### config.mk
export PLATFORM = sky130hd
export DESIGN_NAME = can_receive_irq_enable
export DESIGN_NICKNAME = d
export VERILOG_FILES = /design/src/can_rx_irq_pkg.sv /design/src/err_state_encode.sv /design/src/state_change_filter.sv /design/src/can_receive_irq_enable.sv
export VERILOG_INCLUDE_DIRS = /design/src
export SDC_FILE = /design/constraint.sdc
export NUM_CORES = 1
export LEC_CHECK = 0
export BUFFER_PORTS_ARGS = -buffer_cell sky130_fd_sc_hd__buf_4
export CAP_MARGIN = 40
export CELL_PAD_IN_SITES_DETAIL_PLACEMENT = 1
export CELL_PAD_IN_SITES_GLOBAL_PLACEMENT = 1
export CORE_ASPECT_RATIO = 1.25
export CORE_MARGIN = 5
export CORE_UTILIZATION = 39
export CTS_BUF_LIST = sky130_fd_sc_hd__clkbuf_8
export DETAILED_ROUTE_END_ITERATION = 8
export GPL_TIMING_DRIVEN = 0
export PLACE_DENSITY_LB_ADDON = 0.25
export SLEW_MARGIN = 20
export SYNTH_ARGS = -nofsm -noshare
export SYNTH_HDL_FRONTEND = slang
export SYNTH_SLANG_ARGS = --single-unit
### constraint.sdc
create_clock -name sys_clk -period 4.2 [get_ports sys_clk]
set_input_delay 1.05 -clock sys_clk [delete_from_list [all_inputs] [get_ports sys_clk]]
set_output_delay 1.05 -clock sys_clk [all_outputs]
set_load 0.005 [all_outputs]
### src/can_rx_irq_defines.svh
`ifndef CAN_RX_IRQ_DEFINES_SVH
`define CAN_RX_IRQ_DEFINES_SVH

// register offsets on the local register port
`define ADDR_FLAG      8'h00
`define ADDR_ENABLE    8'h01

// field positions, shared by flag and enable registers
`define BIT_WAKEUP     7
`define BIT_STATUS     6
`define RX_SENS_HI     5
`define RX_SENS_LO     4
`define TX_SENS_HI     3
`define TX_SENS_LO     2
`define BIT_OVERRUN    1
`define BIT_RXFULL     0

// reset values
`define ENABLE_RESET   8'h00
`define FLAG_RESET     1'b0
`define STATE_RESET    2'h0

// enable bits that survive initialization mode
`define SENS_MASK      8'h3C

// error counter thresholds
`define WARN_LIMIT     9'h060
`define ERR_LIMIT      9'h07F
`define BUSOFF_LIMIT   9'h0FF

`endif

### src/can_rx_irq_pkg.sv
package can_rx_irq_pkg;

   // hardware encoding of the bus states is fixed, not gray
   typedef enum logic [1:0] {
      BUS_OK   = 2'h0,
      BUS_WARN = 2'h1,
      BUS_ERR  = 2'h2,
      BUS_OFF  = 2'h3
   } bus_state_type;

   typedef enum logic [1:0] {
      SENS_NONE   = 2'h0,
      SENS_BUSOFF = 2'h1,
      SENS_ERR    = 2'h2,
      SENS_ALL    = 2'h3
   } sensitivity_type;

endpackage : can_rx_irq_pkg

### src/err_state_encode.sv
`timescale 1ns/1ps
`include "can_rx_irq_defines.svh"

module err_state_encode
   import can_rx_irq_pkg::*;
#(
   parameter int CNT_W = 9
) (
   // counter and bus-off indication
   input  wire logic [CNT_W-1:0] err_count,
   input  wire logic             bus_off,
   // encoded state
   output bus_state_type         state
);

   always_comb begin
      if (bus_off) begin
         state = BUS_OFF;
      end else if (err_count <= CNT_W'(`WARN_LIMIT)) begin
         state = BUS_OK;
      end else if (err_count <= CNT_W'(`ERR_LIMIT)) begin
         state = BUS_WARN;
      end else begin
         state = BUS_ERR;
      end
   end

endmodule : err_state_encode

### src/state_change_filter.sv
`timescale 1ns/1ps

module state_change_filter
   import can_rx_irq_pkg::*;
(
   // stored and present state
   input  bus_state_type   old_state,
   input  bus_state_type   new_state,
   // sensitivity selection
   input  sensitivity_type sens,
   // change counts for the status-change flag
   output logic            hit
);

   always_comb begin
      case (sens)
         SENS_NONE:   hit = 1'b0;
         SENS_BUSOFF: hit = (old_state == BUS_OFF) != (new_state == BUS_OFF);
         SENS_ERR:    hit = (old_state >= BUS_ERR) != (new_state >= BUS_ERR);
         SENS_ALL:    hit = old_state != new_state;
         default:     hit = 1'b0;
      endcase
   end

endmodule : state_change_filter

### src/can_receive_irq_enable.sv
// Our own choices: the register addresses and the plain strobed port.
`timescale 1ns/1ps
`include "can_rx_irq_defines.svh"

module can_receive_irq_enable
   import can_rx_irq_pkg::*;
(
   // clock and reset
   input  wire logic       sys_clk,
   input  wire logic       reset,
   // register port
   input  wire logic [7:0] reg_addr,
   input  wire logic [7:0] reg_wdata,
   input  wire logic       reg_write,
   input  wire logic       reg_read,
   output logic      [7:0] reg_rdata,
   // initialization handshake
   input  wire logic       init_mode_request,
   input  wire logic       init_mode_ack,
   // events from the controller core
   input  wire logic       wakeup_event,
   input  wire logic       overrun_event,
   input  wire logic       rx_full_event,
   // error counters
   input  wire logic [8:0] rx_error_count,
   input  wire logic [8:0] tx_error_count,
   // interrupt requests
   output logic            wakeup_irq,
   output logic            error_irq,
   output logic            rx_irq,
   output logic            irq
);

   logic [7:0]      receive_irq_enable;
   logic [7:0]      next_receive_irq_enable;
   logic            wakeup_flag;
   logic            next_wakeup_flag;
   logic            status_change_flag;
   logic            next_status_change_flag;
   logic            overrun_flag;
   logic            next_overrun_flag;
   logic            rx_full_flag;
   logic            next_rx_full_flag;
   bus_state_type   rx_bus_state;
   bus_state_type   next_rx_bus_state;
   bus_state_type   tx_bus_state;
   bus_state_type   next_tx_bus_state;
   logic [7:0]      next_reg_rdata;
   logic            next_wakeup_irq;
   logic            next_error_irq;
   logic            next_rx_irq;
   logic            next_irq;

   logic            init_active;
   logic            write_allowed;
   logic [7:0]      flag_clear;
   logic [7:0]      flag_view;
   bus_state_type   rx_error_state;
   bus_state_type   tx_error_state;
   logic            tx_bus_off;
   logic            rx_hit;
   logic            tx_hit;
   logic            state_moved;

   assign init_active   = init_mode_request & init_mode_ack;
   assign write_allowed = ~init_mode_request & ~init_mode_ack;
   assign tx_bus_off    = tx_error_count > `BUSOFF_LIMIT;

   // bus-off of the transmitter also forces the receiver code to bus-off
   err_state_encode #(
      .CNT_W     (9)
   ) u_rx_encode (
      .err_count (rx_error_count),
      .bus_off   (tx_bus_off),
      .state     (rx_error_state)
   );

   err_state_encode #(
      .CNT_W     (9)
   ) u_tx_encode (
      .err_count (tx_error_count),
      .bus_off   (tx_bus_off),
      .state     (tx_error_state)
   );

   state_change_filter u_rx_filter (
      .old_state (rx_bus_state),
      .new_state (rx_error_state),
      .sens      (sensitivity_type'(
                  receive_irq_enable[`RX_SENS_HI:`RX_SENS_LO])),
      .hit       (rx_hit)
   );

   state_change_filter u_tx_filter (
      .old_state (tx_bus_state),
      .new_state (tx_error_state),
      .sens      (sensitivity_type'(
                  receive_irq_enable[`TX_SENS_HI:`TX_SENS_LO])),
      .hit       (tx_hit)
   );

   // enable register
   always_comb begin
      next_receive_irq_enable = receive_irq_enable;
      if (init_active) begin
         // sensitivity fields survive, all other enables drop
         next_receive_irq_enable = receive_irq_enable & `SENS_MASK;
      end else if (reg_write && reg_addr == `ADDR_ENABLE && write_allowed) begin
         next_receive_irq_enable = reg_wdata;
      end
   end

   always_ff @(posedge sys_clk) begin
      if (reset) begin
         receive_irq_enable <= `ENABLE_RESET;
      end else begin
         receive_irq_enable <= next_receive_irq_enable;
      end
   end

   // flags and stored bus states; a set in the clear cycle wins, except the status flag, which clears and is set one cycle later
   always_comb begin
      flag_clear = (reg_write && reg_addr == `ADDR_FLAG) ? reg_wdata : 8'h00;
      state_moved = (rx_error_state != rx_bus_state) ||
                    (tx_error_state != tx_bus_state);
      next_rx_bus_state = rx_bus_state;
      next_tx_bus_state = tx_bus_state;
      next_status_change_flag = status_change_flag &
                                ~flag_clear[`BIT_STATUS];
      // frozen while a change is pending, so software sees the cause
      if (!status_change_flag && state_moved) begin
         next_rx_bus_state = rx_error_state;
         next_tx_bus_state = tx_error_state;
         if (rx_hit || tx_hit) begin
            next_status_change_flag = 1'b1;
         end
      end
      next_wakeup_flag  = wakeup_event |
                          (wakeup_flag & ~flag_clear[`BIT_WAKEUP]);
      next_overrun_flag = overrun_event |
                          (overrun_flag & ~flag_clear[`BIT_OVERRUN]);
      next_rx_full_flag = rx_full_event |
                          (rx_full_flag & ~flag_clear[`BIT_RXFULL]);
   end

   always_ff @(posedge sys_clk) begin
      if (reset) begin
         wakeup_flag        <= `FLAG_RESET;
         status_change_flag <= `FLAG_RESET;
         overrun_flag       <= `FLAG_RESET;
         rx_full_flag       <= `FLAG_RESET;
         rx_bus_state       <= bus_state_type'(`STATE_RESET);
         tx_bus_state       <= bus_state_type'(`STATE_RESET);
      end else begin
         wakeup_flag        <= next_wakeup_flag;
         status_change_flag <= next_status_change_flag;
         overrun_flag       <= next_overrun_flag;
         rx_full_flag       <= next_rx_full_flag;
         rx_bus_state       <= next_rx_bus_state;
         tx_bus_state       <= next_tx_bus_state;
      end
   end

   // read data and interrupt requests
   always_comb begin
      flag_view = {wakeup_flag, status_change_flag, rx_bus_state,
                   tx_bus_state, overrun_flag, rx_full_flag};
      case (reg_addr)
         `ADDR_FLAG:   next_reg_rdata = flag_view;
         `ADDR_ENABLE: next_reg_rdata = receive_irq_enable;
         default:      next_reg_rdata = 8'h00;
      endcase
      if (!reg_read) begin
         next_reg_rdata = 8'h00;
      end
      next_wakeup_irq = wakeup_flag &
                        receive_irq_enable[`BIT_WAKEUP];
      next_error_irq  = (status_change_flag &
                         receive_irq_enable[`BIT_STATUS]) |
                        (overrun_flag &
                         receive_irq_enable[`BIT_OVERRUN]);
      next_rx_irq     = rx_full_flag &
                        receive_irq_enable[`BIT_RXFULL];
      next_irq        = next_wakeup_irq | next_error_irq | next_rx_irq;
   end

   always_ff @(posedge sys_clk) begin
      if (reset) begin
         reg_rdata  <= 8'h00;
         wakeup_irq <= 1'b0;
         error_irq  <= 1'b0;
         rx_irq     <= 1'b0;
         irq        <= 1'b0;
      end else begin
         reg_rdata  <= next_reg_rdata;
         wakeup_irq <= next_wakeup_irq;
         error_irq  <= next_error_irq;
         rx_irq     <= next_rx_irq;
         irq        <= next_irq;
      end
   end
endmodule : can_receive_irq_enable

==> results of run 1 <==
synthesized netlist by cell type, drive strengths merged (2+ instances only):
master / count / area share (%)
a22oi: 9 / 5.0
mux2i: 9 / 6.6
or4: 3 / 2.5
o21ai: 3 / 1.1
inv: 2 / 0.55
nand2: 5 / 1.4
a311oi: 2 / 1.3
a31oi: 2 / 0.92
xnor2: 2 / 1.3
nand3: 6 / 3.1
dfxtp: 28 / 41
o211ai: 3 / 2.0
clkbuf: 4 / 2.6
a21oi: 6 / 2.2
nor2: 28 / 7.7
or3: 4 / 1.8
nor3: 2 / 1.6
buf: 3 / 1.5
xor2: 2 / 1.8
o32ai: 2 / 4.1
sequential cells by signal (all words and copies together) (netlist names):
signal	cells
overrun_flag	1
irq	1
wakeup_irq	1
status_change_flag	1
rx_bus_state	2
rx_full_flag	1
error_irq	1
tx_bus_state	2
reg_rdata	8
rx_irq	1
wakeup_flag	1
receive_irq_enable	8
through the flow:
step           std cells  utilization [%]  worst slack (ps)  instance area [sq um]
2_1_floorplan        140                -              1620                   1360
6_report             236             54.8              1680                   1880
3_3_place_gp         232             52.7              1390                   1800
5_1_grt              236             54.8              1600                   1880
3_5_place_dp         232             52.7              1380                   1800
4_1_cts              236             54.8              1660                   1880
worst paths after layout:
check	to	slack [ps]
setup / recovery	status_change_flag	1680
hold / removal	wakeup_irq	500
setup reg to reg	status_change_flag	2620
hold reg to reg	wakeup_irq	500
power groups by stage:
stage | Clock [mW] | Sequential, mW | Combinational, mW
2_1_floorplan | 0 | 0.281 | 0.0330
3_3_place_gp | 0 | 0.282 | 0.0709
3_5_place_dp | 0 | 0.282 | 0.0744
4_1_cts | 0.214 | 0.276 | 0.0748
5_1_grt | 0.232 | 0.278 | 0.0809
6_report | 0.210 | 0.276 | 0.0740
kinds of logic after synthesis:
| family | Yosys count | synth area share [%] |
|---|---|---|
| multiplexers | 9 | 6.64 |
| AND/OR/NAND/NOR | 55 | 22.6 |
| XOR/XNOR | 4 | 3.13 |
| flip-flops | 28 | 41.3 |
| AO/OA/AOI/OAI | 35 | 21.8 |
| buffers and inverters | 9 | 4.61 |
metal layers:
metal / routed length [um] / global-route usage, %
met3: 184 / 3.85
met5: 0 / 0
met4: 46 / 5.31
met1: 1460 / 17.9
met2: 2270 / 32.4
worst max-delay path: stages:
cell and delay (ps):
buf_4 120, or4_4 540, o32ai_4 280, xor2_1 140
a31o_2 290, a221oi_1 280
cell type report:
cell class	count	area, sq um	share of cell area [%]
multi-input cells	103	734	39.2
flip-flops and latches	28	561	29.9
repair buffers	53	398	21.2
plain buffers	7	55.1	2.94
well taps	39	48.8	2.60
clock buffers	3	41.3	2.20
clock inverters	1	30.0	1.60
inverters	2	7.51	0.400
==> metrics.md, run 1 <==
| Metric | Value |
|---|---|
| Status | finished, final reports clean |
| Clock Pin Slew Worst Setup and Hold Paths | 100 ps |
| Max-Cap Viols | 0 |
| Most common cell after layout, fill and taps aside | buf_4 |
| Unrepaired setup endpoints after global routing | no |
| CTS sink cnt | 28 |
| TritonCTS clock tree | done |
| Max Clk Rate | 396 MHz |
| H-Tree Depth | 1 |
| Max-slew headroom | 69.0% |
| Layout Area Growth over Synthesis | 38.2% |
| Mapped Nets | 183 |
| Core area | 0.00342 sq mm |
| Clock power frac | 37.5% |
| Commonest cells after routing, fill and taps aside | buf_4, nor2_1, dfxtp_1 |
| CP Launch Type | input pin |
| Worst reg2reg path depth | 6 |
| Min-Delay Path Class | reg -> reg |
| Via Count | 1291 |
| Critical Path AT | 2700 ps |
| Port Buffers | 53 |
| Post-CTS Repair Setup Buffers | 0 |
| Layout cells sized above 1 | 37.1% |
| Sw Ratio | 21.7% |
| Setup crit start | tx_error_count[8] |
| Critical path class | in -> reg |
| Remaining antenna violation count | 0 |
| Cell count of the worst hold path | 2 |
| Final Hold Viols | 0 |
| Logic pwr share | 13.2% |
| Avg Cell Area, Syn | 9.70 sq um |
| Root buffer cell | clkbuf_8 |
| Std-Cell Rows | 24 |
| Post-CTS Hold Fix Bufs | 0 |
| RePlAce Congestion | 0.760 |
| Critical Path Sink Type | register |
| # fillers | 424 |
| Mapped cell area | 0.00136 sq mm |
| Final Power | 0.561 mW |
| Dpl hpwl | 3180 um |
| Reg power frac | 49.3% |
| Gate Count Post-Synth | 140 |
| Skew final | 4.42 ps |
| WP data required | 4380 ps |
| Crit path max fanout | 3 |
| Residual DRC count | 0 |
| First-pass GRT wire length | 6650 um |
| Antenna violations before repair | 0 |
| Seq/Total Area, Yosys | 41.3% |
| Pin count of the biggest net entering global routing | 17 |
| DRT Pass-1 Iters | 4 |
| DR WL/cell | 16.8 um |
| Final worst-path cycle share | 60.1% |
| Latest clock arrival within the worst-skew pair | 270 ps |
| IO Pins | 55 |
| Remaining global-route overflow | 0 |
| Number of global-route vias before repair | 1401 |
| P per Cell Area | 299 mW/mm^2 |
| DIE WIDTH | 62.8 um |
| Asr flop ratio synth | 0% |
| Gates resized, CTS repair | 0 |
| FF+latch count, synth | 28 |
| HP Start | receive_irq_enable[7] |
| Die Height | 76.0 um |
| Leakage Power | 0.817 nW |
| Reg-to-Reg Start | rx_bus_state[1] |
| Setup TNS | 0 ps |
| Fin. max-slew vios | 0 |
| Net Sw Power | 0.122 mW |
| Gr usage total | 17.0% |
| Slew @ Worst Pin | 464 ps |
| Detailed Route WL | 3960 um |
| Final net count | 241 |
| Min cycle time layout | 2520 ps |
| Post-synthesis cell type count | 42 |
| Number of enable flip-flop cells after synthesis | 0 |
| Syn. warnings | 0 |
| DR vias/cell | 5.47 |
| Worst VDD drop | 0.213 mV |
| Internal power | 0.439 mW |
| TritonCTS Buffers | 3 |
| Worst hold slack | 498 ps |
| ANT cells | 0 |
| Final setup viols | 0 |
| Die Footprint | 0.00477 sq mm |
| Synth Flop Type | dfxtp_1 |
| Clock buffer depth | 2 |
| Initial Utilization | 39.7% |
| Initial DRC Count | 33 |
Note: power is estimated with default switching activity, not from simulation.
==> run 2, diff against run 1 <==
--- a/config.mk
+++ b/config.mk
@@ -12,7 +12,7 @@
 export CELL_PAD_IN_SITES_GLOBAL_PLACEMENT = 1
 export CORE_ASPECT_RATIO = 1.25
 export CORE_MARGIN = 5
-export CORE_UTILIZATION = 39
+export CORE_UTILIZATION = 33
 export CTS_BUF_LIST = sky130_fd_sc_hd__clkbuf_8
 export DETAILED_ROUTE_END_ITERATION = 8
 export GPL_TIMING_DRIVEN = 0
==> constraint.sdc (replaced) <==
create_clock -name sys_clk -period 2.3 [get_ports sys_clk]
set_input_delay 0.575 -clock sys_clk [delete_from_list [all_inputs] [get_ports sys_clk]]
set_output_delay 0.575 -clock sys_clk [all_outputs]
set_load 0.005 [all_outputs]
==> run 2 against run 1 <==
Effect of this change: clock-buffer cell count grew 1; sequential share of layout area down 0.079 points; flip-flop and latch count did not move; sequential power rose by 82%; non-clock buffer count unchanged; via count up 0.93%; core utilization is 8.2 points lower; power is 67% higher; clock power increased by 42%; global-route usage shrank 1.3 points; die area up 15%; highest routed layer unchanged.
==> metrics.md, run 2 (same netlist as run 1, synthesis figures left out) <==
| Metric | Value |
|---|---|
| Sequential standard cell area | 561 sq um (unchanged) |
| Largest registers | receive_irq_enable: 8 flops, reg_rdata: 8 flops |
| Critical Path Sink Type | register |
| First-pass GRT wire length | 6410 um (-3.6%) |
| Skew final | 1.43 ps (-2.99 ps) |
| Min-Delay Path Class | reg -> reg |
| Max-Cap Viols | 0 (unchanged) |
| IO Pins | 55 (unchanged) |
| Final setup viols | 0 (unchanged) |
| Die Footprint | 0.00550 sq mm (+15%) |
| CP Cell Sequence | buf_4, or4_4, nor3_4, nand3_4, mux2i_1, nor2_1 |
| DIE WIDTH | 67.4 um (+7.3%) |
| Critical Path AT | 2250 ps (-450 ps) |
| Post-CTS Repair Setup Buffers | 0 (unchanged) |
| Via Count | 1303 (+0.93%) |
| Max-slew headroom | 65.4% (-3.7 points) |
| Gates resized, CTS repair | 0 (unchanged) |
| CP Launch Type | input pin |
| Residual DRC count | 0 (unchanged) |
| Dpl hpwl | 3360 um (+5.5%) |
| DR vias/cell | 5.15 (-5.9%) |
| Number of global-route vias before repair | 1458 (+4.1%) |
| Antenna violations before repair | 0 (unchanged) |
| Fin cells | 253 (+7.2%) |
| ANT cells | 0 (unchanged) |
| Setup TNS | 0 ps (unchanged) |
| Root buffer cell | clkbuf_8 |
| Commonest cells after routing, fill and taps aside | buf_4, nor2_1, dfxtp_1 |
| H-Tree Depth | 1 (unchanged) |
| Remaining antenna violation count | 0 (unchanged) |
| Std-Cell Rows | 26 (+8.3%) |
| Clock Pin Slew Worst Setup and Hold Paths | 90 ps (about the same) |
| Pin count of the biggest net entering global routing | 16 (-1) |
| Leakage Power | 0.810 nW (-0.85%) |
| Critical Path Slowest Stage Cell | or4_4 |
| CTS sink cnt | 28 (unchanged) |
| WP data required | 2450 ps (-1930 ps) |
| Crit path max fanout | 9 (+6) |
| Cell count of the worst hold path | 2 (unchanged) |
| # fillers | 495 (+17%) |
| Clock buffer depth | 2 (unchanged) |
| DR WL/cell | 16.1 um (-4.0%) |
| Min cycle time layout | 2100 ps |
| Worst reg2reg path depth | 6 (unchanged) |
| Fin. max-slew vios | 0 (unchanged) |
| Core area | 0.00403 sq mm (+18%) |
| Layout Area Growth over Synthesis | 38.5% |
| Most common cell after layout, fill and taps aside | buf_4 |
| Status | finished, final reports clean |
| Placed Instances | 249 (+7.3%) |
| Final Hold Viols | 0 (unchanged) |
| Initial Utilization | 33.7% (-6.0 points) |
| Remaining global-route overflow | 0 (unchanged) |
| Worst VDD drop | 0.247 mV (+16%) |
| RePlAce Congestion | 0.791 (+4.0%) |
| TritonCTS clock tree | done |
| Unrepaired setup endpoints after global routing | no |
| Multi-input combinational cell area | 734 sq um (unchanged) |
| Max Clk Rate | 476 MHz |
| Final worst-path cycle share | 91.2% |
| P per Cell Area | 498 mW/mm^2 (+66%) |
| Final net count | 241 (unchanged) |
| Gr usage total | 15.7% (-1.3 points) |
| Slew @ Worst Pin | 518 ps (+53.5 ps) |
| Setup WS post-layout | 201 ps (-1470 ps) |
| TritonCTS Buffers | 3 (unchanged) |
| Layout cells sized above 1 | 37.1% (unchanged) |
| Final core occ | 46.6% (-8.2 points) |
| Largest stage delay, worst path | 560 ps (+20 ps) |
| Initial DRC Count | 43 (+30%) |
| DP Worst Slack | -82.2 ps (-1460 ps) |
| Detailed Route WL | 4080 um (+3.0%) |
| Post-CTS Hold Fix Bufs | 0 (unchanged) |
| Port Buffers | 53 (unchanged) |
| Critical path class | in -> reg |
| DRT Pass-1 Iters | 4 (unchanged) |
| Latest clock arrival within the worst-skew pair | 270 ps (about the same) |
| Final Power | 0.936 mW (+67%) |
| Die Height | 81.7 um (+7.6%) |
-- run 2: layout make-up --
cell class	instances	share of cell area [%]
multi-input combinational	103	39.1
sequential	28	29.8
timing repair buffer	53	21.2
tap	56	3.73
clock buffer	4	2.93
buffer	7	2.93
inverter	2	0.399
-- run 2: worst paths after layout --
kind	startpoint	to	slack, ps
min reg2reg	wakeup_flag	wakeup_irq	490
max reg2reg	rx_bus_state[1]	status_change_flag	630
max	reg_addr[7]	receive_irq_enable[2]	200
min	wakeup_flag	wakeup_irq	490
-- run 2: report_power, final --
group          switching, mW  total [mW]  internal [mW]
registers            0.00972       0.503          0.494
logic                 0.0594       0.135         0.0752
clock network          0.144       0.298          0.153
total                  0.214       0.936          0.722
-- run 2: critical path: cells and delay by family --
| family | cells | cell delay, ps |
|---|---|---|
| muxes | 1 | 220 |
| and+or+nand+nor | 4 | 1340 |
| buffers and inverters | 1 | 110 |
-- run 2: per-layer routing --
layer	share of wire, %	global-route usage [%]	vias up
met5	0	0	-
met4	2.0	6.09	0
met3	6.3	2.74	7
met2	57	32.2	43
met1	35	14.9	624
li1	-	-	629
-- run 2: metrics by stage --
step | hold WS (ps) | cell area (sq um)
CTS | 499 | 1880
detailed placement | 488 | 1830
global route | 505 | 1880
finish | 493 | 1880
global placement | 478 | 1830
floorplan | 445 | 1360
